===== src/pcc_defs.svh =====
// Purpose: Offsets, field positions, reset values and timing counts
// Assumes: 25 MHz aclk, one 64-byte register window per channel
// Notes:   Byte offsets are relative to the channel window base
`ifndef PCC_DEFS_SVH
`define PCC_DEFS_SVH
`define PCC_CH_SHIFT   6
`define PCC_O_CFG      6'h00
`define PCC_O_VAL      6'h04
`define PCC_O_LTIME    6'h08
`define PCC_O_THR      6'h0C
`define PCC_O_HYST     6'h10
`define PCC_O_BRIGHT   6'h14
`define PCC_O_LOCK     6'h18
`define PCC_O_EXTMV    6'h1C
`define PCC_O_MANUAL   6'h20
`define PCC_O_RELDIM   6'h24
`define PCC_O_ABSDIM   6'h28
`define PCC_O_FORCE    6'h2C
`define PCC_O_FVAL     6'h30
`define PCC_O_TIMES    6'h34
`define PCC_O_STATUS   6'h38
`define PCC_CFG_APP    0
`define PCC_CFG_BIND   1
`define PCC_CFG_PDEP   2
`define PCC_CFG_EXTEN  3
`define PCC_CFG_LPOL   4
`define PCC_CFG_LSEND  5
`define PCC_CFG_F2BIT  6
`define PCC_RST_CFG    8'h0C
`define PCC_RST_ON     8'hFF
`define PCC_RST_OFF    8'h00
`define PCC_RST_LOCKV  8'h00
`define PCC_RST_FVAL   8'h80
`define PCC_RST_LTIME  16'h003C
`define PCC_RST_THR    16'h012C
`define PCC_RST_HYST   16'h0032
`define PCC_RST_MANT   16'h012C
`define PCC_RST_DIMT   16'h0005
`define PCC_LT_MIN     16'h000A
`define PCC_LT_MAX     16'hFFFF
`define PCC_THR_MIN    16'h0001
`define PCC_THR_MAX    16'h04B0
`define PCC_CLK_NS     40
`define PCC_SEC_NS     1000000000
`define PCC_SEC_CYC    (`PCC_SEC_NS / `PCC_CLK_NS)
`define PCC_SUB_DIV    256
`endif


===== src/pcc_pkg.sv =====
// Purpose: Types shared by the presence channel controller
// Assumes: Four channels, packed state
// Notes:   Whole module state is one packed struct
`default_nettype none
package pcc_pkg;
  typedef enum logic [1:0] {PCC_AUTO, PCC_MANUAL, PCC_FORCED} pcc_mode_t;
  typedef struct packed {
    logic [7:0]  cfg;
    logic [7:0]  onv;
    logic [7:0]  offv;
    logic [7:0]  lockv;
    logic [15:0] lt;
    logic [15:0] thr;
    logic [15:0] hyst;
    logic [15:0] bright;
    logic [7:0]  fval;
    logic [15:0] mant;
    logic [15:0] dimt;
    pcc_mode_t   mode;
    logic        locked;
    logic        dark;
    logic        occ;
    logic [15:0] lt_cnt;
    logic [15:0] man_cnt;
    logic [7:0]  level;
    logic [7:0]  target;
    logic [15:0] ramp;
    logic [7:0]  lastv;
    logic        ms1;
    logic        ms2;
    logic        send;
    logic [7:0]  val;
    logic        ssend;
    logic        sauto;
  } pcc_ch_t;
  typedef struct packed {
    pcc_ch_t [3:0] ch;
    logic [31:0]   sub;
    logic [7:0]    subn;
    logic          stick;
    logic          tick;
    logic          have_aw;
    logic          have_w;
    logic [8:0]    awaddr;
    logic [31:0]   wdata;
    logic [3:0]    wstrb;
    logic          awrdy;
    logic          wrdy;
    logic          bvalid;
    logic [1:0]    bresp;
    logic          arrdy;
    logic          rvalid;
    logic [1:0]    rresp;
    logic [31:0]   rdata;
  } pcc_st_t;
endpackage
`default_nettype wire


===== src/pcc_top.sv =====
// Purpose: Four presence channels behind an AXI4-Lite register slave
// Assumes: Synchronous active-low reset, motion pins asynchronous
// Notes:   Telegrams arrive as register writes; send outputs are one-cycle pulses, values and auto flags hold
`default_nettype none
`include "pcc_defs.svh"
//////////////////////////////////////////////////////////////////////////////
module pcc_top #(
  parameter int unsigned SEC_CYCLES = `PCC_SEC_CYC
) (
  input  wire logic        aclk,
  input  wire logic        aresetn,
  input  wire logic [31:0] awaddr,
  input  wire logic [2:0]  awprot,
  input  wire logic        awvalid,
  output logic             awready,
  input  wire logic [31:0] wdata,
  input  wire logic [3:0]  wstrb,
  input  wire logic        wvalid,
  output logic             wready,
  output logic [1:0]       bresp,
  output logic             bvalid,
  input  wire logic        bready,
  input  wire logic [31:0] araddr,
  input  wire logic [2:0]  arprot,
  input  wire logic        arvalid,
  output logic             arready,
  output logic [31:0]      rdata,
  output logic [1:0]       rresp,
  output logic             rvalid,
  input  wire logic        rready,
  input  wire logic [3:0]  motion_in,
  output logic [3:0]       out_send,
  output logic [31:0]      out_value,
  output logic [3:0]       stat_send,
  output logic [3:0]       stat_auto
);
  localparam int unsigned SUB_CYCLES = SEC_CYCLES / `PCC_SUB_DIV;

  pcc_pkg::pcc_st_t q;
  pcc_pkg::pcc_st_t d;
  logic             wr_go;

  assign wr_go = q.have_aw & q.have_w & ~q.bvalid;

  //////////////////////////////////////////////////////////////////////////
  function automatic logic pcc_mapped(input logic [8:0] a);
    pcc_mapped = ~a[8] & (a[5:2] <= 4'hE) & (a[1:0] == 2'h0);
  endfunction

  function automatic logic [15:0] pcc_clamp(input logic [15:0] v,
                                            input logic [15:0] lo,
                                            input logic [15:0] hi);
    pcc_clamp = (v < lo) ? lo : ((v > hi) ? hi : v);
  endfunction

  function automatic logic [31:0] pcc_rd(input pcc_pkg::pcc_ch_t c,
                                         input logic [5:0] off);
    case (off)
      `PCC_O_CFG:    pcc_rd = {24'h000000, c.cfg};
      `PCC_O_VAL:    pcc_rd = {8'h00, c.lockv, c.offv, c.onv};
      `PCC_O_LTIME:  pcc_rd = {16'h0000, c.lt};
      `PCC_O_THR:    pcc_rd = {16'h0000, c.thr};
      `PCC_O_HYST:   pcc_rd = {16'h0000, c.hyst};
      `PCC_O_BRIGHT: pcc_rd = {16'h0000, c.bright};
      `PCC_O_FVAL:   pcc_rd = {24'h000000, c.fval};
      `PCC_O_TIMES:  pcc_rd = {c.dimt, c.mant};
      `PCC_O_STATUS: pcc_rd = {c.lt_cnt, c.level, 3'h0, c.dark, c.occ,
                               c.mode == pcc_pkg::PCC_FORCED,
                               c.mode == pcc_pkg::PCC_MANUAL, c.locked};
      default:       pcc_rd = 32'h00000000;
    endcase
  endfunction

  function automatic logic [31:0] pcc_merge(input logic [31:0] o,
                                            input logic [31:0] n,
                                            input logic [3:0]  s);
    for (int b = 0; b < 4; b++) begin
      pcc_merge[b*8 +: 8] = s[b] ? n[b*8 +: 8] : o[b*8 +: 8];
    end
  endfunction

  //////////////////////////////////////////////////////////////////////////
  always_comb begin
    pcc_pkg::pcc_ch_t c;
    logic [31:0]      nv;
    logic             we;
    logic             mot;
    logic             want;
    logic [7:0]       av;
    logic [7:0]       step;
    logic [16:0]      lo;
    logic [16:0]      hi;
    logic [8:0]       sum;
    d    = q;
    c    = q.ch[0];
    nv   = 32'h00000000;
    we   = 1'b0;
    mot  = 1'b0;
    want = 1'b0;
    av   = 8'h00;
    step = 8'h00;
    lo   = 17'h00000;
    hi   = 17'h00000;
    sum  = 9'h000;
    // Sub-second tick for ramps, 256 of them make the seconds tick
    d.stick = 1'b0;
    d.tick  = 1'b0;
    d.sub   = q.sub + 32'h00000001;
    if (q.sub >= 32'(SUB_CYCLES - 1)) begin
      d.sub   = 32'h00000000;
      d.stick = 1'b1;
      d.subn  = q.subn + 8'h01;
      d.tick  = (q.subn == 8'hFF);
    end
    // Write address and data are taken independently
    if (awvalid & q.awrdy) begin
      d.have_aw = 1'b1;
      d.awaddr  = {|awaddr[31:8], awaddr[7:0]};
    end
    if (wvalid & q.wrdy) begin
      d.have_w = 1'b1;
      d.wdata  = wdata;
      d.wstrb  = wstrb;
    end
    if (q.bvalid & bready) begin
      d.bvalid = 1'b0;
    end
    if (wr_go) begin
      d.have_aw = 1'b0;
      d.have_w  = 1'b0;
      d.bvalid  = 1'b1;
      d.bresp   = pcc_mapped(q.awaddr) ? 2'h0 : 2'h2;
    end
    if (q.rvalid & rready) begin
      d.rvalid = 1'b0;
    end
    if (arvalid & q.arrdy) begin
      d.rvalid = 1'b1;
      d.rresp  = pcc_mapped({|araddr[31:8], araddr[7:0]}) ? 2'h0 : 2'h2;
      d.rdata  = pcc_rd(q.ch[araddr[7:6]], araddr[5:0]);
      if (|araddr[31:8]) begin
        d.rdata = 32'h00000000;
      end
    end
    d.awrdy = ~d.have_aw;
    d.wrdy  = ~d.have_w;
    d.arrdy = ~d.rvalid;
    for (int i = 0; i < 4; i++) begin
      c       = q.ch[i];
      c.send  = 1'b0;
      c.ssend = 1'b0;
      c.ms1   = motion_in[i];
      c.ms2   = q.ch[i].ms1;
      we = wr_go & pcc_mapped(q.awaddr) & (q.awaddr[7:6] == 2'(i));
      nv = pcc_merge(pcc_rd(q.ch[i], q.awaddr[5:0]), q.wdata, q.wstrb);
      mot = q.ch[i].ms2 | (we & (q.awaddr[5:0] == `PCC_O_EXTMV) & q.wdata[0]
                           & q.ch[i].cfg[`PCC_CFG_EXTEN]);
      mot = mot & ~q.ch[i].locked;
      if (q.tick) begin
        if (c.lt_cnt != 16'h0000) c.lt_cnt = c.lt_cnt - 16'h0001;
        if (c.man_cnt != 16'h0000) c.man_cnt = c.man_cnt - 16'h0001;
      end
      if (mot) begin
        c.lt_cnt = c.lt;
        c.occ    = 1'b1;
      end else if (c.lt_cnt == 16'h0000) begin
        c.occ = 1'b0;
      end
      lo = (c.thr > c.hyst) ? {1'b0, c.thr - c.hyst} : 17'h00000;
      hi = {1'b0, c.thr} + {1'b0, c.hyst};
      if ({1'b0, c.bright} < lo) begin
        c.dark = 1'b1;
      end else if ({1'b0, c.bright} > hi) begin
        c.dark = 1'b0;
      end
      if (c.cfg[`PCC_CFG_APP]) begin
        want = c.cfg[`PCC_CFG_PDEP] ? (c.occ & c.dark) : c.dark;
      end else begin
        want = c.occ & (c.dark | c.cfg[`PCC_CFG_BIND]);
      end
      av = want ? c.onv : c.offv;
      if (c.mode == pcc_pkg::PCC_MANUAL && q.tick && c.man_cnt == 16'h0000) begin
        c.mode  = pcc_pkg::PCC_AUTO;
        c.ssend = 1'b1;
        c.sauto = 1'b1;
        c.send  = 1'b1;
        c.val   = c.occ ? av : c.offv;
        c.lastv = c.val;
      end else if (c.mode == pcc_pkg::PCC_AUTO && !c.locked && av != c.lastv) begin
        c.send  = 1'b1;
        c.val   = av;
        c.lastv = av;
      end
      if (c.mode == pcc_pkg::PCC_MANUAL && c.level != c.target) begin
        if (c.dimt == 16'h0000) begin
          c.level = c.target;
          c.send  = 1'b1;
          c.val   = c.target;
        end else if (q.stick) begin
          c.ramp = c.ramp + 16'h0001;
          if (c.ramp >= c.dimt) begin
            c.ramp  = 16'h0000;
            c.level = (c.level < c.target) ? c.level + 8'h01 : c.level - 8'h01;
            c.send  = 1'b1;
            c.val   = c.level;
          end
        end
      end
      if (we) begin
        case (q.awaddr[5:0])
          `PCC_O_CFG:    c.cfg = nv[7:0];
          `PCC_O_VAL:    {c.lockv, c.offv, c.onv} = nv[23:0];
          `PCC_O_LTIME:  c.lt = pcc_clamp(nv[15:0], `PCC_LT_MIN, `PCC_LT_MAX);
          `PCC_O_THR:    c.thr = pcc_clamp(nv[15:0], `PCC_THR_MIN, `PCC_THR_MAX);
          `PCC_O_HYST:   c.hyst = nv[15:0];
          `PCC_O_BRIGHT: c.bright = nv[15:0];
          `PCC_O_TIMES:  {c.dimt, c.mant} = nv;
          `PCC_O_FVAL:   c.fval = nv[7:0];
          `PCC_O_LOCK: begin
            if (q.wdata[0] == c.cfg[`PCC_CFG_LPOL]) begin
              if (!c.locked && c.cfg[`PCC_CFG_LSEND] &&
                  c.mode != pcc_pkg::PCC_FORCED) begin
                c.send  = 1'b1;
                c.val   = c.lockv;
                c.lastv = c.lockv;
              end
              c.locked = 1'b1;
            end else begin
              c.locked = 1'b0;
            end
          end
          `PCC_O_MANUAL, `PCC_O_RELDIM, `PCC_O_ABSDIM: begin
            if (c.mode != pcc_pkg::PCC_FORCED) begin
              if (c.mode != pcc_pkg::PCC_MANUAL) begin
                c.ssend = 1'b1;
                c.sauto = 1'b0;
                c.level = c.lastv;
                c.target = c.lastv;
                c.ramp  = 16'h0000;
              end
              c.mode    = pcc_pkg::PCC_MANUAL;
              c.man_cnt = c.mant;
              step = 8'hFF >> (q.wdata[2:0] - 3'h1);
              sum  = q.wdata[3] ? {1'b0, c.level} + {1'b0, step}
                                : {1'b0, c.level} - {1'b0, step};
              if (q.awaddr[5:0] == `PCC_O_MANUAL) begin
                c.target = q.wdata[0] ? c.onv : c.offv;
              end else if (q.awaddr[5:0] == `PCC_O_ABSDIM) begin
                c.target = q.wdata[7:0];
              end else if (q.wdata[2:0] == 3'h0) begin
                c.target = c.level;
              end else begin
                c.target = sum[8] ? (q.wdata[3] ? 8'hFF : 8'h00) : sum[7:0];
              end
            end
          end
          `PCC_O_FORCE: begin
            if (c.cfg[`PCC_CFG_F2BIT] ? (q.wdata[1] & q.wdata[0]) : q.wdata[0]) begin
              c.mode  = pcc_pkg::PCC_FORCED;
              c.send  = 1'b1;
              c.val   = c.fval;
              c.lastv = c.fval;
            end else if (c.mode == pcc_pkg::PCC_FORCED &&
                         (c.cfg[`PCC_CFG_F2BIT] ? !q.wdata[1] : !q.wdata[0])) begin
              c.mode  = pcc_pkg::PCC_AUTO;
              c.lastv = ~av;
            end
          end
          default: c.cfg = c.cfg;
        endcase
      end
      d.ch[i] = c;
    end
    if (!aresetn) begin
      d = '0;
      for (int i = 0; i < 4; i++) begin
        d.ch[i].cfg   = `PCC_RST_CFG;
        d.ch[i].onv   = `PCC_RST_ON;
        d.ch[i].offv  = `PCC_RST_OFF;
        d.ch[i].lockv = `PCC_RST_LOCKV;
        d.ch[i].fval  = `PCC_RST_FVAL;
        d.ch[i].lt    = `PCC_RST_LTIME;
        d.ch[i].thr   = `PCC_RST_THR;
        d.ch[i].hyst  = `PCC_RST_HYST;
        d.ch[i].mant  = `PCC_RST_MANT;
        d.ch[i].dimt  = `PCC_RST_DIMT;
        d.ch[i].sauto = 1'b1;
      end
      d.awrdy = 1'b1;
      d.wrdy  = 1'b1;
      d.arrdy = 1'b1;
    end
  end

  always_ff @(posedge aclk) begin
    q <= d;
  end

  assign awready = q.awrdy;
  assign wready  = q.wrdy;
  assign bvalid  = q.bvalid;
  assign bresp   = q.bresp;
  assign arready = q.arrdy;
  assign rvalid  = q.rvalid;
  assign rresp   = q.rresp;
  assign rdata   = q.rdata;

  for (genvar g = 0; g < 4; g++) begin : g_ch
    logic we_g;
    assign we_g              = wr_go & ~q.awaddr[8] & (q.awaddr[7:6] == 2'(g));
    assign out_send[g]       = q.ch[g].send;
    assign out_value[g*8 +: 8] = q.ch[g].val;
    assign stat_send[g]      = q.ch[g].ssend;
    assign stat_auto[g]      = q.ch[g].sauto;

  end
endmodule
`default_nettype wire


===== config.mk =====
export PLATFORM = sky130hd
export DESIGN_NAME = pcc_top
export DESIGN_NICKNAME = d
export VERILOG_FILES = /design/src/pcc_pkg.sv /design/src/pcc_top.sv
export VERILOG_INCLUDE_DIRS = /design/src /design/src/src
export SDC_FILE = /design/constraint.sdc
export NUM_CORES = 2
export LEC_CHECK = 0
export BUFFER_PORTS_ARGS = -buffer_cell sky130_fd_sc_hd__buf_2
export CAP_MARGIN = 20
export CORE_AREA = 10 10 503 505
export DETAILED_ROUTE_END_ITERATION = 10
export DIE_AREA = 0 0 513 515
export PLACE_DENSITY_LB_ADDON = 0.1
export SYNTH_ARGS = -nofsm -noshare
export SYNTH_HDL_FRONTEND = slang
export SYNTH_SLANG_ARGS = --single-unit

===== constraint.sdc =====
create_clock -name aclk -period 10.5 [get_ports aclk]
set_input_delay 0.525 -clock aclk [delete_from_list [all_inputs] [get_ports aclk]]
set_output_delay 0.525 -clock aclk [all_outputs]
set_load 0.01 [all_outputs]

==> impl_metrics.csv <==
group,metric,value,unit
outcome,status,"finished clean",
die,fp.dieH,515,µm
critical_path,path_common_cell,"a21oi_1",
synthesis,synth_top_area_cell,"dfxtp_1",
grt,track_usage,32.3,%
sta,rsz0062_at_grt,"no",
place,gp_congestion,1.06,
place,dp_hpwl,352000,µm
detailed_routing,antenna_left,0,
critical_path,worstRegToRegCells,46,
sta,slew_headroom,17.2,%
detailed_routing,route.detailed.drc,0,
critical_path,critPathMaxStageDelay,530,ps
synthesis,synth-edff-count,0,
cts,clk_pin_slew,60,ps
synthesis,synthCells,9308,
critical_path,reg2reg_to,"q[619]",
power_and_ir_drop,total_power,12.1,mW
final_layout,postLayoutCellArea,0.0832,mm²
detailed_routing,top_layer_used,"met5",
detailed_routing,wirelength,450000,µm
critical_path,critPathSlowestCell,"a2111oi_0",
critical_path,rr_startpoint,"q[729]",
run,max_cap_viol_count,0,
cts,root_buffer,"clkbuf_16",
grt,grt_max_degree,177,
hold_path,min_from,"wdata[0]",
cts,cts.path.max_buffers,3,
sta,whs,31.9,ps
final_layout,syn2layout_area_growth,14.6,%
cts,numCtsBuffers,140,
sta,worst_pin_slew,1240,ps
grt,grt_pass1_wl,608000,µm
die,ios,202,
critical_path,worst_ep_required_time,11210,ps
sta,finClkSkew,45.9,ps
sta,finalCriticalPeriod,9960,ps
synthesis,ys_ff_latch,1032,
detailed_routing,wl_per_cell,35.3,µm
synthesis,synthDistinctLibCells,111,
synthesis,netlist.area_leader.share,28.5,%
detailed_routing,avgViaCountPerCell,6.15,
final_layout,mostFrequentLayoutCells,"1038 x nand2_1, 1035 x nor2_1, 1028 x dfxtp_1, 711 x a21oi_1, 430 x o21ai_0",
detailed_routing,dr_wl_met3,51700,µm
synthesis,yosysWarnings,0,
cts,cts_tree,"built",
critical_path,crit_family,"compound AO/OA/AOI/OAI gates",
sta,final_hold_viol_count,0,
cts,cts.sinks,1032,
detailed_routing,dr_wl_met2,182000,µm
synthesis,synthTopCellsByArea,"dfxtp_1 28%, ha_1 7.3%, nor2_1 5.5%",
critical_path,critPathLaunchType,"flip-flop",
synthesis,netlist_area,0.0726,mm²
sta,fin_crit_sh,94.9,%
cts,insertion_delay,840,ps
place,placed_area,0.0778,mm²
final_layout,layout-drive-gt1-share,11.8,%
power_and_ir_drop,power.density,145,mW/mm²
synthesis,async_flop_share,0,%
die,coreArea,0.243,mm²
synthesis,synthFlopType,"dfxtp_1",
grt,antenna_found_initial,77,
critical_path,path_max_fanout,13,
grt,grt_pass1_vias,72100,
critical_path,worstSetupPathType,"flip-flop to flip-flop",
synthesis,ys_seq_area_share,28.5,%
critical_path,crit_path_end_kind,"flip-flop",
critical_path,r2r_slack,540,ps
final_layout,final_common_cell,"nand2_1",
hold_path,hold-path-endpoint,"q[45]",
sta,max_freq,100,MHz
sta,drv_slew,0,
hold_path,whs_path_depth,3,
synthesis,synthesis.area_per_instance,7.80,µm²
hold_path,hold_path_class,"input pin to flip-flop",
power_and_ir_drop,vdd_ir_drop_max,0.162,mV
die,floorplan.initialDensity,29.9,%
power_and_ir_drop,leakagePower,31.9,nW
detailed_routing,wl_met1,185000,µm
place,io_buffer_count,193,
final_layout,fillers,25500,
grt,gr-total-overflow,0,
die,die_w,513,µm
cts,htreeDepth,4,
critical_path,cp.arrival,10670,ps
detailed_routing,drtIter0Drc,10600,
critical_path,path_buf_inv,5,
sta,setup_viol,0,
die,placementRows,181,
final_layout,finalNetCount,9953,
sta,fin_tns_setup,0,ps
detailed_routing,dr.pass1.iters,9,
die,die_area,0.264,mm²
detailed_routing,vias,78300,
==> cell type report <==
type                    instances  area, µm²  area share [%]
multi-input cells            7228      48000            57.7
flip-flops and latches       1032      20700            24.9
repair buffers                601       4240            5.10
clock buffers                 197       4020            4.83
well taps                    3202       4010            4.82
inverters                     394       1490            1.79
clock inverters                51        716           0.861
diodes                         27       67.6          0.0813
==> layer usage <==
layer | global-route usage [%] | vias up
met5 | 1.03 | -
met4 | 18.0 | 33
met3 | 11.5 | 1110
met2 | 46.4 | 4472
met1 | 41.6 | 38500
li1 | - | 34100
==> sequential cells by signal, indices dropped and copies added, names as in the netlist, 4 cells and up <==
signal,flops
rdata,32
q,949
out_send,4
out_value,32
stat_auto,4
stat_send,4
==> through the flow <==
| step | utilization (%) | worst slack (ps) | cells |
|---|---|---|---|
| after floorplan | - | 2320 | 9324 |
| after global placement | 32.1 | 677 | 12400 |
| after detailed placement | 32.1 | 648 | 12400 |
| after CTS | 34.2 | 546 | 12700 |
| after global routing | 34.3 | 21.7 | 12700 |
| final | 34.3 | 537 | 12700 |
==> worst max path at each step <==
stage	start	end	slack, ps	cells after the start
CTS	q[729]	q[619]	550	46
floorplan	q[278]	q[172]	2320	42
global route	q[277]	q[172]	20	43
global placement	q[277]	q[172]	680	43
detailed placement	q[729]	q[619]	650	46
finish	q[729]	q[619]	540	46
==> report_power, final <==
| group | switching [mW] | internal (mW) | leakage, nW |
|---|---|---|---|
| Sequential | 0.173 | 4.01 | 8.35 |
| Clock | 2.11 | 3.00 | 2.32 |
| Combinational | 1.78 | 1.02 | 21.2 |
==> cells in the mapped netlist (all sizes together) (52+ instances only) <==
cell	number
nor2	1060
nand2	1044
dfxtp	1032
a21oi	716
clkbuf	513
o21ai	482
ha	423
inv	392
a211oi	355
a22oi	289
nand3	263
xnor2	222
nor3	217
buf	157
mux4	154
xor2	143
mux2i	132
and3	115
nand4	115
o211ai	109
nor4	95
a221oi	88
nand3b	82
a31oi	73
o21a	73
nor2b	67
a21o	65
nand2b	65
o22ai	64
o21bai	52
==> cells by family after synthesis <==
family / synth area share [%]
buffers and inverters: 5.99
other: 0.00517
adders and majority gates: 7.98
xor gates and xnor gates: 4.41
DFF: 28.5
and+or+nand+nor: 21.7
muxes: 7.27
AOI/OAI and AO/OA: 24.1
==> worst reg2reg max path: cells and delay by family, from the launching register on <==
kind            cells  cell delay, ps
compound gates     24            4730
simple gates       11            1780
fa+ha+maj           3            1180
buf+inv             5             920
mux                 3             820
flops               1             400
==> timing repair <==
action / in CTS / in global routing
setup endpoints to repair: 0 / 8
hold buffers: 42 / 0
endpoints found under the hold margin: 42 / 0
setup buffers: 0 / 0
resized for setup: 0 / 3
(Power assumes the default switching activity.)
